`src/include/nfa_pkg.sv`:
```
// constants, enums and carrier structs for the number format arithmetic unit
// assumes a single clock domain and an axi4-lite master with 32-bit data
package nfa_pkg;
  // register byte addresses
  localparam logic [7:0] ADDR_CTRL = 8'h00;
  localparam logic [7:0] ADDR_OPA = 8'h04;
  localparam logic [7:0] ADDR_OPB = 8'h08;
  localparam logic [7:0] ADDR_CMD = 8'h0c;
  localparam logic [7:0] ADDR_RESULT = 8'h10;
  localparam logic [7:0] ADDR_STATUS = 8'h14;
  localparam logic [7:0] ADDR_ACC = 8'h18;
  localparam logic [1:0] RESP_OKAY = 2'h0;
  localparam logic [1:0] RESP_SLVERR = 2'h2;
  localparam logic [31:0] CTRL_WMASK = 32'h0000_0fff;
  localparam logic [31:0] CTRL_RESET = 32'h0000_0000;
  localparam int CMD_START_BIT = 0;
  localparam int CMD_CLEAR_BIT = 1;
  localparam int ST_W = 6;
  // integer width groups, in bits
  localparam int W_SIXTEEN = 16;
  localparam int W_EIGHT = 8;
  localparam int W_SEVEN = 7;
  localparam int W_SIX = 6;
  localparam int W_FOUR = 4;
  localparam int W_THREE = 3;
  // float formats: total width, exponent width, bias
  localparam int F24_TOTAL = 24;
  localparam int F24_EXP = 8;
  localparam int HALF_TOTAL = 16;
  localparam int HALF_EXP = 5;
  localparam int BF_TOTAL = 16;
  localparam int BF_EXP = 8;
  localparam int BIAS_E8 = 127;
  localparam int BIAS_E5 = 15;
  // internal datapath: 16-bit significand, 34-bit normalising window
  localparam int INT_P = 16;
  localparam int NORM_W = 34;
  localparam logic signed [10:0] ZERO_EXP = -11'sd512;

  typedef enum logic [2:0] {
    width_group_sixteen = 3'h0,
    width_group_eight = 3'h1,
    width_group_seven = 3'h2,
    width_group_six = 3'h3,
    width_group_four = 3'h4,
    width_group_three = 3'h5
  } nfa_group_e;
  typedef enum logic [1:0] {
    int_twos_comp = 2'h0,
    int_unsigned = 2'h1,
    int_sign_mag = 2'h2
  } nfa_intfmt_e;
  typedef enum logic [1:0] {
    float24_e8 = 2'h0,
    half_float_e5 = 2'h1,
    brain_float_e8 = 2'h2
  } nfa_fpfmt_e;
  typedef enum logic [1:0] {
    op_mul = 2'h0,
    op_add = 2'h1,
    op_mac = 2'h2
  } nfa_op_e;

  typedef struct packed {
    logic [19:0] rsvd;
    logic [1:0] op;
    logic isFloat;
    logic [1:0] fpOut;
    logic [1:0] fpIn;
    logic [1:0] intFmt;
    logic [2:0] group;
  } nfa_ctrl_s;
  typedef struct packed {
    logic sign;
    logic zero;
    logic inf;
    logic signed [10:0] exp;
    logic [15:0] mant;
  } nfa_unp_s;
  typedef struct packed {
    logic [23:0] word;
    logic ovf;
    logic unf;
    logic inv;
    logic inf;
    logic zero;
  } nfa_rnd_s;
endpackage

```
`src/design/nfa_number_format_arith.sv`:
```
// number format arithmetic unit: integer and float multiply, add and
// multiply-accumulate behind an axi4-lite register slave
// assumes a synchronous active-low reset and one 40 MHz clock; the master
// keeps at most one write and one read outstanding
//
// The register addresses and register access over AXI4-Lite were left to the implementer.
module nfa_number_format_arith (
  input wire logic clk,
  input wire logic rstn,
  input wire logic [7:0] s_axi_awaddr,
  input wire logic s_axi_awvalid,
  output logic s_axi_awready,
  input wire logic [31:0] s_axi_wdata,
  input wire logic [3:0] s_axi_wstrb,
  input wire logic s_axi_wvalid,
  output logic s_axi_wready,
  output logic [1:0] s_axi_bresp,
  output logic s_axi_bvalid,
  input wire logic s_axi_bready,
  input wire logic [7:0] s_axi_araddr,
  input wire logic s_axi_arvalid,
  output logic s_axi_arready,
  output logic [31:0] s_axi_rdata,
  output logic [1:0] s_axi_rresp,
  output logic s_axi_rvalid,
  input wire logic s_axi_rready
);

  // operand width of a group
  function automatic int intWidth(input logic [2:0] grp);
    case (grp)
      nfa_pkg::width_group_eight: return nfa_pkg::W_EIGHT;
      nfa_pkg::width_group_seven: return nfa_pkg::W_SEVEN;
      nfa_pkg::width_group_six: return nfa_pkg::W_SIX;
      nfa_pkg::width_group_four: return nfa_pkg::W_FOUR;
      nfa_pkg::width_group_three: return nfa_pkg::W_THREE;
      default: return nfa_pkg::W_SIXTEEN;
    endcase
  endfunction

  // bits above the group width are ignored
  function automatic logic signed [17:0] intDecode(
    input logic [31:0] raw,
    input logic [2:0] grp,
    input logic [1:0] fmt
  );
    int w;
    logic [17:0] mag;
    logic sgn;
    w = intWidth(grp);
    mag = 18'(raw & ((32'h1 << w) - 32'h1));
    sgn = raw[w-1];
    case (fmt)
      nfa_pkg::int_unsigned: return signed'(mag);
      nfa_pkg::int_sign_mag:
      begin
        // both zero encodings collapse to the same value
        mag = mag & 18'((32'h1 << (w - 1)) - 32'h1);
        return sgn ? -signed'(mag) : signed'(mag);
      end
      default: return sgn ? signed'(mag) - signed'(18'(32'h1 << w)) : signed'(mag);
    endcase
  endfunction

  // float format geometry
  function automatic int fpTotal(input logic [1:0] fmt);
    case (fmt)
      nfa_pkg::half_float_e5: return nfa_pkg::HALF_TOTAL;
      nfa_pkg::brain_float_e8: return nfa_pkg::BF_TOTAL;
      default: return nfa_pkg::F24_TOTAL;
    endcase
  endfunction

  function automatic int fpExpW(input logic [1:0] fmt);
    case (fmt)
      nfa_pkg::half_float_e5: return nfa_pkg::HALF_EXP;
      nfa_pkg::brain_float_e8: return nfa_pkg::BF_EXP;
      default: return nfa_pkg::F24_EXP;
    endcase
  endfunction

  function automatic int fpBias(input logic [1:0] fmt);
    if (fmt == nfa_pkg::half_float_e5)
    begin
      return nfa_pkg::BIAS_E5;
    end
    return nfa_pkg::BIAS_E8;
  endfunction

  // split a word of any format into sign, true exponent, 16-bit significand
  function automatic nfa_pkg::nfa_unp_s fpUnpack(input logic [31:0] raw, input logic [1:0] fmt);
    int tw;
    int ew;
    int p;
    logic [7:0] e;
    logic [14:0] m;
    nfa_pkg::nfa_unp_s u;
    tw = fpTotal(fmt);
    ew = fpExpW(fmt);
    p = tw - ew;
    e = 8'((raw >> (p - 1)) & ((32'h1 << ew) - 32'h1));
    m = 15'(raw & ((32'h1 << (p - 1)) - 32'h1));
    u.sign = raw[tw-1];
    u.inf = (32'(e) == (32'h1 << ew) - 32'h1);
    // subnormal inputs have a zero field and so read as zero
    u.zero = (e == 8'h00);
    u.exp = u.zero ? nfa_pkg::ZERO_EXP : 11'(int'(e) - fpBias(fmt));
    u.mant = u.zero ? 16'h0000 : 16'((32'(m) | (32'h1 << (p - 1))) << (nfa_pkg::INT_P - p));
    return u;
  endfunction

  // normalise, round and pack; the top bit of val stands for 2^expTop
  function automatic nfa_pkg::nfa_rnd_s roundPack(
    input logic sign,
    input logic signed [10:0] expTop,
    input logic [33:0] val,
    input logic [1:0] fmt,
    input logic forceInf,
    input logic forceZero
  );
    int lz;
    int tw;
    int ew;
    int p;
    int be;
    logic [33:0] nv;
    logic [33:0] rem;
    logic [33:0] half;
    logic [16:0] kept;
    logic up;
    nfa_pkg::nfa_rnd_s r;
    r = '0;
    tw = fpTotal(fmt);
    ew = fpExpW(fmt);
    p = tw - ew;
    lz = 0;
    for (int i = 0; i < nfa_pkg::NORM_W; i++)
    begin
      if (val[i])
      begin
        lz = nfa_pkg::NORM_W - 1 - i;
      end
    end
    nv = val << lz;
    rem = nv & 34'((64'h1 << (nfa_pkg::NORM_W - p)) - 64'h1);
    half = 34'(64'h1 << (nfa_pkg::NORM_W - p - 1));
    kept = 17'(nv >> (nfa_pkg::NORM_W - p));
    up = (rem > half) || ((rem == half) && kept[0]);
    kept = kept + 17'(up);
    be = int'(expTop) - lz + fpBias(fmt);
    // rounding carried out of the significand
    if (kept[p])
    begin
      kept = kept >> 1;
      be = be + 1;
    end
    if (forceInf || (!forceZero && val != '0 && be >= (1 << ew) - 1))
    begin
      r.ovf = !forceInf;
      r.inf = 1'b1;
      // canonical infinity: mantissa field cleared
      r.word = 24'((32'(sign) << (tw - 1)) | (((32'h1 << ew) - 32'h1) << (p - 1)));
    end
    else if (forceZero || val == '0 || be <= 0)
    begin
      r.unf = !forceZero && val != '0;
      r.zero = 1'b1;
      r.word = 24'(32'(sign) << (tw - 1));
    end
    else
    begin
      r.word = 24'((32'(sign) << (tw - 1)) | (32'(be) << (p - 1))
        | (32'(kept) & ((32'h1 << (p - 1)) - 32'h1)));
    end
    return r;
  endfunction

  // float24_e8 product; inf times zero is invalid and comes out as infinity
  function automatic nfa_pkg::nfa_rnd_s fpMul(input nfa_pkg::nfa_unp_s a, input nfa_pkg::nfa_unp_s b);
    logic [31:0] prod;
    nfa_pkg::nfa_rnd_s r;
    prod = a.mant * b.mant;
    r = roundPack(a.sign ^ b.sign, 11'(a.exp + b.exp + 11'sd1), {prod, 2'b00},
      nfa_pkg::float24_e8, a.inf || b.inf, a.zero || b.zero);
    r.inv = (a.inf && b.zero) || (a.zero && b.inf);
    return r;
  endfunction

  // float24_e8 sum; bits shifted off the smaller operand fold into a sticky bit
  function automatic nfa_pkg::nfa_rnd_s fpAdd(input nfa_pkg::nfa_unp_s a, input nfa_pkg::nfa_unp_s b);
    nfa_pkg::nfa_unp_s x;
    nfa_pkg::nfa_unp_s y;
    int d;
    logic [33:0] bx;
    logic [33:0] by;
    logic [33:0] sx;
    logic [33:0] sum;
    logic stk;
    logic sgn;
    nfa_pkg::nfa_rnd_s r;
    if ((a.exp < b.exp) || ((a.exp == b.exp) && (a.mant < b.mant)))
    begin
      x = b;
      y = a;
    end
    else
    begin
      x = a;
      y = b;
    end
    d = int'(x.exp) - int'(y.exp);
    bx = {1'b0, x.mant, 17'h00000};
    by = {1'b0, y.mant, 17'h00000};
    if (d >= nfa_pkg::NORM_W)
    begin
      sx = '0;
      stk = |by;
    end
    else
    begin
      sx = by >> d;
      stk = |(by & 34'((64'h1 << d) - 64'h1));
    end
    sum = (x.sign == y.sign) ? ((bx + sx) | 34'(stk)) : ((bx - sx - 34'(stk)) | 34'(stk));
    // exact cancellation gives +0 unless both inputs were -0
    sgn = (sum == '0) ? (a.sign & b.sign) : x.sign;
    r = roundPack(sgn, 11'(x.exp + 11'sd1), sum, nfa_pkg::float24_e8,
      x.inf || y.inf, 1'b0);
    r.inv = x.inf && y.inf && (x.sign != y.sign);
    return r;
  endfunction

  // byte-lane merge for register writes
  function automatic logic [31:0] mergeStrb(
    input logic [31:0] old,
    input logic [31:0] data,
    input logic [3:0] strb
  );
    logic [31:0] res;
    res = old;
    for (int i = 0; i < 4; i++)
    begin
      if (strb[i])
      begin
        res[i*8 +: 8] = data[i*8 +: 8];
      end
    end
    return res;
  endfunction

  function automatic logic isMapped(input logic [7:0] addr);
    case (addr)
      nfa_pkg::ADDR_CTRL, nfa_pkg::ADDR_OPA, nfa_pkg::ADDR_OPB, nfa_pkg::ADDR_CMD,
      nfa_pkg::ADDR_RESULT, nfa_pkg::ADDR_STATUS, nfa_pkg::ADDR_ACC: return 1'b1;
      default: return 1'b0;
    endcase
  endfunction

  logic awreadyFf;
  logic wreadyFf;
  logic bvalidFf;
  logic [1:0] brespFf;
  logic arreadyFf;
  logic rvalidFf;
  logic [1:0] rrespFf;
  logic [31:0] rdataFf;
  logic [7:0] awAddrFf;
  logic [31:0] wDataFf;
  logic [3:0] wStrbFf;
  logic [31:0] ctrlFf;
  logic [31:0] opAFf;
  logic [31:0] opBFf;
  logic [31:0] resultFf;
  logic [31:0] accFf;
  logic [nfa_pkg::ST_W-1:0] statusFf;
  logic startFf;
  logic clearFf;
  logic doWrite;
  logic [31:0] nxt_rdata;
  logic [31:0] nxt_result;
  logic [nfa_pkg::ST_W-1:0] nxt_status;
  nfa_pkg::nfa_ctrl_s ctrl;
  nfa_pkg::nfa_unp_s unpA;
  nfa_pkg::nfa_unp_s unpB;
  nfa_pkg::nfa_unp_s unpAcc;
  nfa_pkg::nfa_unp_s unpMul;
  nfa_pkg::nfa_unp_s unpRes;
  nfa_pkg::nfa_rnd_s mulR;
  nfa_pkg::nfa_rnd_s fpRes;
  nfa_pkg::nfa_rnd_s outR;
  logic signed [17:0] intA;
  logic signed [17:0] intB;
  logic signed [35:0] intProd;

  assign ctrl = nfa_pkg::nfa_ctrl_s'(ctrlFf);
  assign doWrite = !awreadyFf && !wreadyFf && !bvalidFf;

  // write address and data are taken independently, then answered together
  always_ff @(posedge clk)
  begin
    if (!rstn)
    begin
      awreadyFf <= 1'b1;
      wreadyFf <= 1'b1;
      bvalidFf <= 1'b0;
      brespFf <= nfa_pkg::RESP_OKAY;
      awAddrFf <= 8'h00;
      wDataFf <= 32'h0000_0000;
      wStrbFf <= 4'h0;
    end
    else
    begin
      if (s_axi_awvalid && awreadyFf)
      begin
        awreadyFf <= 1'b0;
        awAddrFf <= s_axi_awaddr;
      end
      if (s_axi_wvalid && wreadyFf)
      begin
        wreadyFf <= 1'b0;
        wDataFf <= s_axi_wdata;
        wStrbFf <= s_axi_wstrb;
      end
      if (doWrite)
      begin
        bvalidFf <= 1'b1;
        brespFf <= isMapped(awAddrFf) ? nfa_pkg::RESP_OKAY : nfa_pkg::RESP_SLVERR;
      end
      if (bvalidFf && s_axi_bready)
      begin
        bvalidFf <= 1'b0;
        awreadyFf <= 1'b1;
        wreadyFf <= 1'b1;
      end
    end
  end

  // software registers; reserved control bits stay zero
  always_ff @(posedge clk)
  begin
    if (!rstn)
    begin
      ctrlFf <= nfa_pkg::CTRL_RESET;
      opAFf <= 32'h0000_0000;
      opBFf <= 32'h0000_0000;
      startFf <= 1'b0;
      clearFf <= 1'b0;
    end
    else
    begin
      startFf <= 1'b0;
      clearFf <= 1'b0;
      if (doWrite)
      begin
        case (awAddrFf)
          nfa_pkg::ADDR_CTRL: ctrlFf <= mergeStrb(ctrlFf, wDataFf, wStrbFf) & nfa_pkg::CTRL_WMASK;
          nfa_pkg::ADDR_OPA: opAFf <= mergeStrb(opAFf, wDataFf, wStrbFf);
          nfa_pkg::ADDR_OPB: opBFf <= mergeStrb(opBFf, wDataFf, wStrbFf);
          nfa_pkg::ADDR_CMD:
          begin
            startFf <= wStrbFf[0] && wDataFf[nfa_pkg::CMD_START_BIT];
            clearFf <= wStrbFf[0] && wDataFf[nfa_pkg::CMD_CLEAR_BIT];
          end
          default: ;
        endcase
      end
    end
  end

  // arithmetic; one long combinational path, timed for the slow clock
  always_comb
  begin
    unpA = fpUnpack(opAFf, ctrl.fpIn);
    unpB = fpUnpack(opBFf, ctrl.fpIn);
    unpAcc = fpUnpack(accFf, nfa_pkg::float24_e8);
    mulR = fpMul(unpA, unpB);
    unpMul = fpUnpack({8'h00, mulR.word}, nfa_pkg::float24_e8);
    case (ctrl.op)
      nfa_pkg::op_add: fpRes = fpAdd(unpA, unpB);
      nfa_pkg::op_mac:
      begin
        // product is rounded to float24_e8 before it meets the accumulator
        fpRes = fpAdd(unpAcc, unpMul);
        fpRes.ovf = fpRes.ovf | mulR.ovf;
        fpRes.unf = fpRes.unf | mulR.unf;
        fpRes.inv = fpRes.inv | mulR.inv;
      end
      default: fpRes = mulR;
    endcase
    // second rounding to the output format; identity for float24_e8
    unpRes = fpUnpack({8'h00, fpRes.word}, nfa_pkg::float24_e8);
    outR = roundPack(unpRes.sign, unpRes.exp, {unpRes.mant, 18'h00000}, ctrl.fpOut,
      unpRes.inf, unpRes.zero);
    intA = intDecode(opAFf, ctrl.group, ctrl.intFmt);
    intB = intDecode(opBFf, ctrl.group, ctrl.intFmt);
    intProd = intA * intB;
    if (ctrl.isFloat)
    begin
      nxt_result = {8'h00, outR.word};
      nxt_status = {1'b1, outR.zero, outR.inf, fpRes.inv,
        fpRes.unf | outR.unf, fpRes.ovf | outR.ovf};
    end
    else
    begin
      case (ctrl.op)
        nfa_pkg::op_add: nxt_result = 32'(intA + intB);
        nfa_pkg::op_mac: nxt_result = accFf + intProd[31:0];
        default: nxt_result = intProd[31:0];
      endcase
      nxt_status = {1'b1, nxt_result == 32'h0000_0000, 4'h0};
    end
  end

  // result and status update on a start command, the accumulator only for op_mac; a clear in the same cycle wins over the start
  always_ff @(posedge clk)
  begin
    if (!rstn)
    begin
      resultFf <= 32'h0000_0000;
      statusFf <= '0;
      accFf <= 32'h0000_0000;
    end
    else if (clearFf)
    begin
      accFf <= 32'h0000_0000;
    end
    else if (startFf)
    begin
      resultFf <= nxt_result;
      statusFf <= nxt_status;
      if (ctrl.op == nfa_pkg::op_mac)
      begin
        // float accumulator keeps float24_e8 precision, not the output format
        accFf <= ctrl.isFloat ? {8'h00, fpRes.word} : nxt_result;
      end
    end
  end

  // read data selection; unmapped addresses read zero
  always_comb
  begin
    case (s_axi_araddr)
      nfa_pkg::ADDR_CTRL: nxt_rdata = ctrlFf;
      nfa_pkg::ADDR_OPA: nxt_rdata = opAFf;
      nfa_pkg::ADDR_OPB: nxt_rdata = opBFf;
      nfa_pkg::ADDR_RESULT: nxt_rdata = resultFf;
      nfa_pkg::ADDR_STATUS: nxt_rdata = 32'(statusFf);
      nfa_pkg::ADDR_ACC: nxt_rdata = accFf;
      default: nxt_rdata = 32'h0000_0000;
    endcase
  end

  // read channel: one read in flight
  always_ff @(posedge clk)
  begin
    if (!rstn)
    begin
      arreadyFf <= 1'b1;
      rvalidFf <= 1'b0;
      rrespFf <= nfa_pkg::RESP_OKAY;
      rdataFf <= 32'h0000_0000;
    end
    else if (s_axi_arvalid && arreadyFf)
    begin
      arreadyFf <= 1'b0;
      rvalidFf <= 1'b1;
      rdataFf <= nxt_rdata;
      rrespFf <= isMapped(s_axi_araddr) ? nfa_pkg::RESP_OKAY : nfa_pkg::RESP_SLVERR;
    end
    else if (rvalidFf && s_axi_rready)
    begin
      rvalidFf <= 1'b0;
      arreadyFf <= 1'b1;
    end
  end

  assign s_axi_awready = awreadyFf;
  assign s_axi_wready = wreadyFf;
  assign s_axi_bvalid = bvalidFf;
  assign s_axi_bresp = brespFf;
  assign s_axi_arready = arreadyFf;
  assign s_axi_rvalid = rvalidFf;
  assign s_axi_rresp = rrespFf;
  assign s_axi_rdata = rdataFf;

endmodule

```
`config.mk`:
```
export PLATFORM = sky130hd
export DESIGN_NAME = nfa_number_format_arith
export DESIGN_NICKNAME = d
export VERILOG_FILES = /design/src/include/nfa_pkg.sv /design/src/design/nfa_number_format_arith.sv
export SDC_FILE = /design/constraint.sdc
export NUM_CORES = 2
export LEC_CHECK = 0
export BUFFER_PORTS_ARGS = -buffer_cell sky130_fd_sc_hd__buf_2
export CORE_UTILIZATION = 25
export DETAILED_ROUTE_END_ITERATION = 8
export SETUP_SLACK_MARGIN = 0.1
export SYNTH_ARGS = -nofsm -noshare
export SYNTH_HDL_FRONTEND = slang
export SYNTH_SLANG_ARGS = --single-unit
```
`constraint.sdc`:
```
create_clock -name clk -period 37.5 [get_ports clk]
set_clock_uncertainty 0.05 [all_clocks]
set_input_delay 1.875 -clock clk [delete_from_list [all_inputs] [get_ports clk]]
set_output_delay 1.875 -clock clk [all_outputs]
set_load 0.05 [all_outputs]
```
==> Flow_metrics.wiki <==
{| class="wikitable"
! Metric !! Value
|-
| Run status || finished clean
|-
| Standard cell core area || 0.289 mm2
|-
| Die width || 542 um
|-
| Buffers from clock root to sink, at most || 3
|-
| Post-synthesis xor/xnor area fraction || 4.82%
|-
| Power per standard cell area || 8.78 mW/mm2
|-
| Num Clock Sinks || 231
|-
| Drt first-iter violations || 8507
|-
| P_leak || 34.3 nW
|-
| Maximum fanout along the worst path || 44
|-
| Top area cells in the synthesized netlist || sky130_fd_sc_hd__fa_1, sky130_fd_sc_hd__ha_1, sky130_fd_sc_hd__dfxtp_1
|-
| Synthesized-area fraction occupied by adder cells || 24.2%
|-
| Routability cong. || 1.02
|-
| Number of hold buffers added after CTS || 0
|-
| Overall overflow remaining after global route || 0
|-
| Clock root buffer master || sky130_fd_sc_hd__clkbuf_16
|-
| Required time of the critical path || 37.90 ns
|-
| Die height || 542 um
|-
| Worst-margin pin slew || 1.43 ns
|-
| Path type of the worst min-delay path || flip-flop to flip-flop
|-
| Most frequent cells after synthesis || sky130_fd_sc_hd__nand2_1, sky130_fd_sc_hd__inv_1, sky130_fd_sc_hd__nor2_1
|-
| Basic-gate share of the synthesized area counting and, or, nand and nor cells || 23.3%
|-
| Clock tree from TritonCTS || built
|-
| Count of input and output buffers || 97
|-
| Mux cell area share after synthesis || 7.08%
|-
| Buf/Inv on CP || 24
|-
| Yosys warnings || 0
|-
| Clk_lat worst skew || 0.57 ns
|-
| Headroom to the max-slew limit || 4.77%
|-
| Initial cell density of the core || 25.2%
|-
| Worst-case vdd ir drop || 0.0292 mV
|-
| Data arrival time of the critical path || 36.29 ns
|-
| First-pass iteration count of the detailed router || 6
|-
| Placed cell area || 0.0794 mm2
|-
| Post-Route Utilization || 28.1%
|-
| Antenna-violating nets left || 0
|-
| CTS buffer count || 26
|-
| Average size of a mapped cell || 7.36 um2
|-
| Worst-path cell with the longest stage delay || sky130_fd_sc_hd__or4b_4
|-
| Number of flops mapped to enable cells by yosys || 0
|-
| Most frequent cell after synthesis || sky130_fd_sc_hd__nand2_1
|-
| Main synth FF type || sky130_fd_sc_hd__dfxtp_1
|-
| Main combinational cell family by area after synthesis || compound AO/OA/AOI/OAI gates
|-
| Source of the worst register-to-register timing path || ctrl[6]
|-
| Number of design rule violations left after detail routing || 0
|-
| CP peak stage delay || 0.61 ns
|-
| Critical Path Start Type || flip-flop
|-
| Cell type group with the largest total delay on the critical path || compound AO/OA/AOI/OAI gates
|-
| Total negative slack for setup checks || 0 ns
|-
| Detailed-route wire length || 312 mm
|-
| Die area || 0.293 mm2
|-
| CP Launch Point || ctrl[6]
|-
| Sum of internal, switching and leakage power || 0.000714 W
|-
| Final-report max-slew violation count || 0
|-
| Antenna violations before repair || 20
|-
| Compound-Gate Fraction of Synth Area || 25.0%
|-
| Final design area excluding fillers || 0.0813 mm2
|-
| Layout overhead on the synthesized area || 11.7%
|-
| Endpoint type of the worst setup path || flip-flop
|-
| Area fraction of the dominant cell type after synthesis || 13.8%
|-
| Dpl hpwl || 251 mm
|-
| I/O Pins || 100
|-
| Hold Path Origin || statusFf[3]
|-
| Final count of hold timing violations || 0
|-
| Per-cell routed wire length || 22.4 um
|-
| Crit Path Category || flip-flop to flip-flop
|-
| First-pass GRT wire length || 466 mm
|-
| Share of flip-flops with an asynchronous set or reset after synthesis || 0%
|-
| Leading area contributor after synthesis || sky130_fd_sc_hd__fa_1
|-
| Largest net degree at the start of global routing || 196
|-
| Synth unique cells || 181
|-
| Clock Pin Slew Worst Setup and Hold Paths || 0.06 ns
|-
| Number of placement rows || 197
|-
| Vias in the first global route || 72700
|-
| Global routing usage summed across all routing layers || 20.4%
|-
| Sequential-to-total area share from yosys stat || 6.35%
|-
| Total standard cell area after synthesis || 0.0728 mm2
|-
| Share of layout cells above drive strength 1 || 12.6%
|-
| Peak clock frequency supported by timing || 27.9 MHz
|-
| Max Cap Violations || 0
|-
| Detailed-route vias per instance || 5.48
|-
| Fin nets || 11200
|-
| Overall via count from detail_route || 76400
|-
| Post-route fraction of the period consumed by the critical path || 95.7%
|-
| Number of standard cells after synthesis || 9894
|-
| Final setup violation count || 0
|-
| Time the final worst path needs with I/O delays and setup || 35.89 ns
|-
| Seq cells post-synth || 231
|-
| H-tree levels || 1
|}
## worst register-to-register path: cells and delay by family (launching register included)
family,cells,cell delay [ns]
simple gates,46,8.96
buf+inv,24,3.72
compound gates,79,14.38
mux,5,1.40
fa+ha+maj,22,6.73
xor+xnor,1,0.18
flops,1,0.36
## kinds of logic after synthesis
family / count (synthesis)
other: 2
xor gates and xnor gates: 400
and+or+nand+nor: 3520
AOI/OAI and AO/OA: 2668
muxes: 434
adders and majority gates: 1105
DFF: 231
buffers and inverters: 1534
## cell usage in the layout (no fill, tap or decap), types with 68 or more instances in the layout
cell | synthesis | layout
sky130_fd_sc_hd__xnor2_1 | 289 | 288
sky130_fd_sc_hd__and3_1 | 81 | 81
sky130_fd_sc_hd__xor2_1 | 110 | 106
sky130_fd_sc_hd__ha_1 | 602 | 588
sky130_fd_sc_hd__nand2b_1 | 81 | 79
sky130_fd_sc_hd__a21o_1 | 103 | 101
sky130_fd_sc_hd__nor3_1 | 247 | 234
sky130_fd_sc_hd__and2_1 | 158 | 157
sky130_fd_sc_hd__buf_4 | 21 | 533
sky130_fd_sc_hd__o211ai_1 | 86 | 86
sky130_fd_sc_hd__a21oi_1 | 628 | 596
sky130_fd_sc_hd__nand4_1 | 70 | 70
sky130_fd_sc_hd__o21bai_1 | 114 | 114
sky130_fd_sc_hd__a211oi_1 | 134 | 130
sky130_fd_sc_hd__a21boi_0 | 69 | 68
sky130_fd_sc_hd__or3_1 | 78 | 75
sky130_fd_sc_hd__fa_1 | 503 | 502
sky130_fd_sc_hd__nand3_1 | 245 | 242
sky130_fd_sc_hd__inv_1 | 957 | 955
sky130_fd_sc_hd__dfxtp_1 | 231 | 229
sky130_fd_sc_hd__mux2i_1 | 303 | 298
sky130_fd_sc_hd__buf_2 | 36 | 96
sky130_fd_sc_hd__nor2_1 | 831 | 822
sky130_fd_sc_hd__o21ai_0 | 528 | 520
sky130_fd_sc_hd__a31oi_1 | 112 | 108
sky130_fd_sc_hd__a221oi_1 | 77 | 73
sky130_fd_sc_hd__nand2_1 | 1203 | 1200
sky130_fd_sc_hd__nor2b_1 | 170 | 169
## what timing repair did
action                     CTS  global route
gates resized for setup      4           161
buffers inserted             0            39
gates cloned                 0             0
setup endpoints to repair   23            28
pin swaps                    0            49
## stage by stage
stage	setup WS (ns)	hold slack (ns)	instances
after floorplan	0.101	0.385	9917
after global placement	0.305	0.393	13900
after detailed placement	-0.0156	0.396	13900
after CTS	0.163	0.405	13900
after global routing	-0.239	0.439	13900
final	1.61	0.405	13900
## cell type report
cell class,count,area (um2)
fill,31900,208000
multi-input combinational,8152,62400
tap,3880,4850
timing repair buffer,648,4830
sequential,231,4630
inverter,984,3720
clock buffer,35,736
clock inverter,11,118
antenna,4,10.0
## sequential cells by signal (all words and copies together), names as in the netlist
signal	count
s_axi_bresp	1
ctrl	12
s_axi_rresp	1
clearFf	1
s_axi_bvalid	1
awAddrFf	8
accFf	32
s_axi_rdata	32
startFf	1
s_axi_awready	1
s_axi_rvalid	1
s_axi_wready	1
wDataFf	32
resultFf	32
statusFf	6
wStrbFf	4
opAFf	32
s_axi_arready	1
opBFf	32
## layer usage
metal | vias to the layer above | share of wire (%) | wire length [um] | GRT usage (%)
li1 | 35100 | - | - | -
met1 | 36800 | 44 | 136000 | 28.1
met2 | 3719 | 42 | 132000 | 30.9
met3 | 700 | 8.9 | 27800 | 3.47
met4 | 24 | 5.2 | 16200 | 8.83
met5 | - | 0.055 | 172 | 0
## power breakdown
part | internal [W] | switching, W | leakage [nW]
logic | 0.0000651 | 0.000129 | 32.0
registers | 0.000249 | 0.00000491 | 1.87
clock network | 0.000151 | 0.000114 | 0.417
## path summary, 6_finish.rpt
path | endpoint | slack [ns] | cells past startpoint
setup reg to reg | resultFf[0] | 1.61 | 177
hold / removal | statusFf[3] | 0.40 | 2
setup / recovery | resultFf[0] | 1.61 | 177
hold reg to reg | statusFf[3] | 0.40 | 2
(Power assumes the default switching activity.)
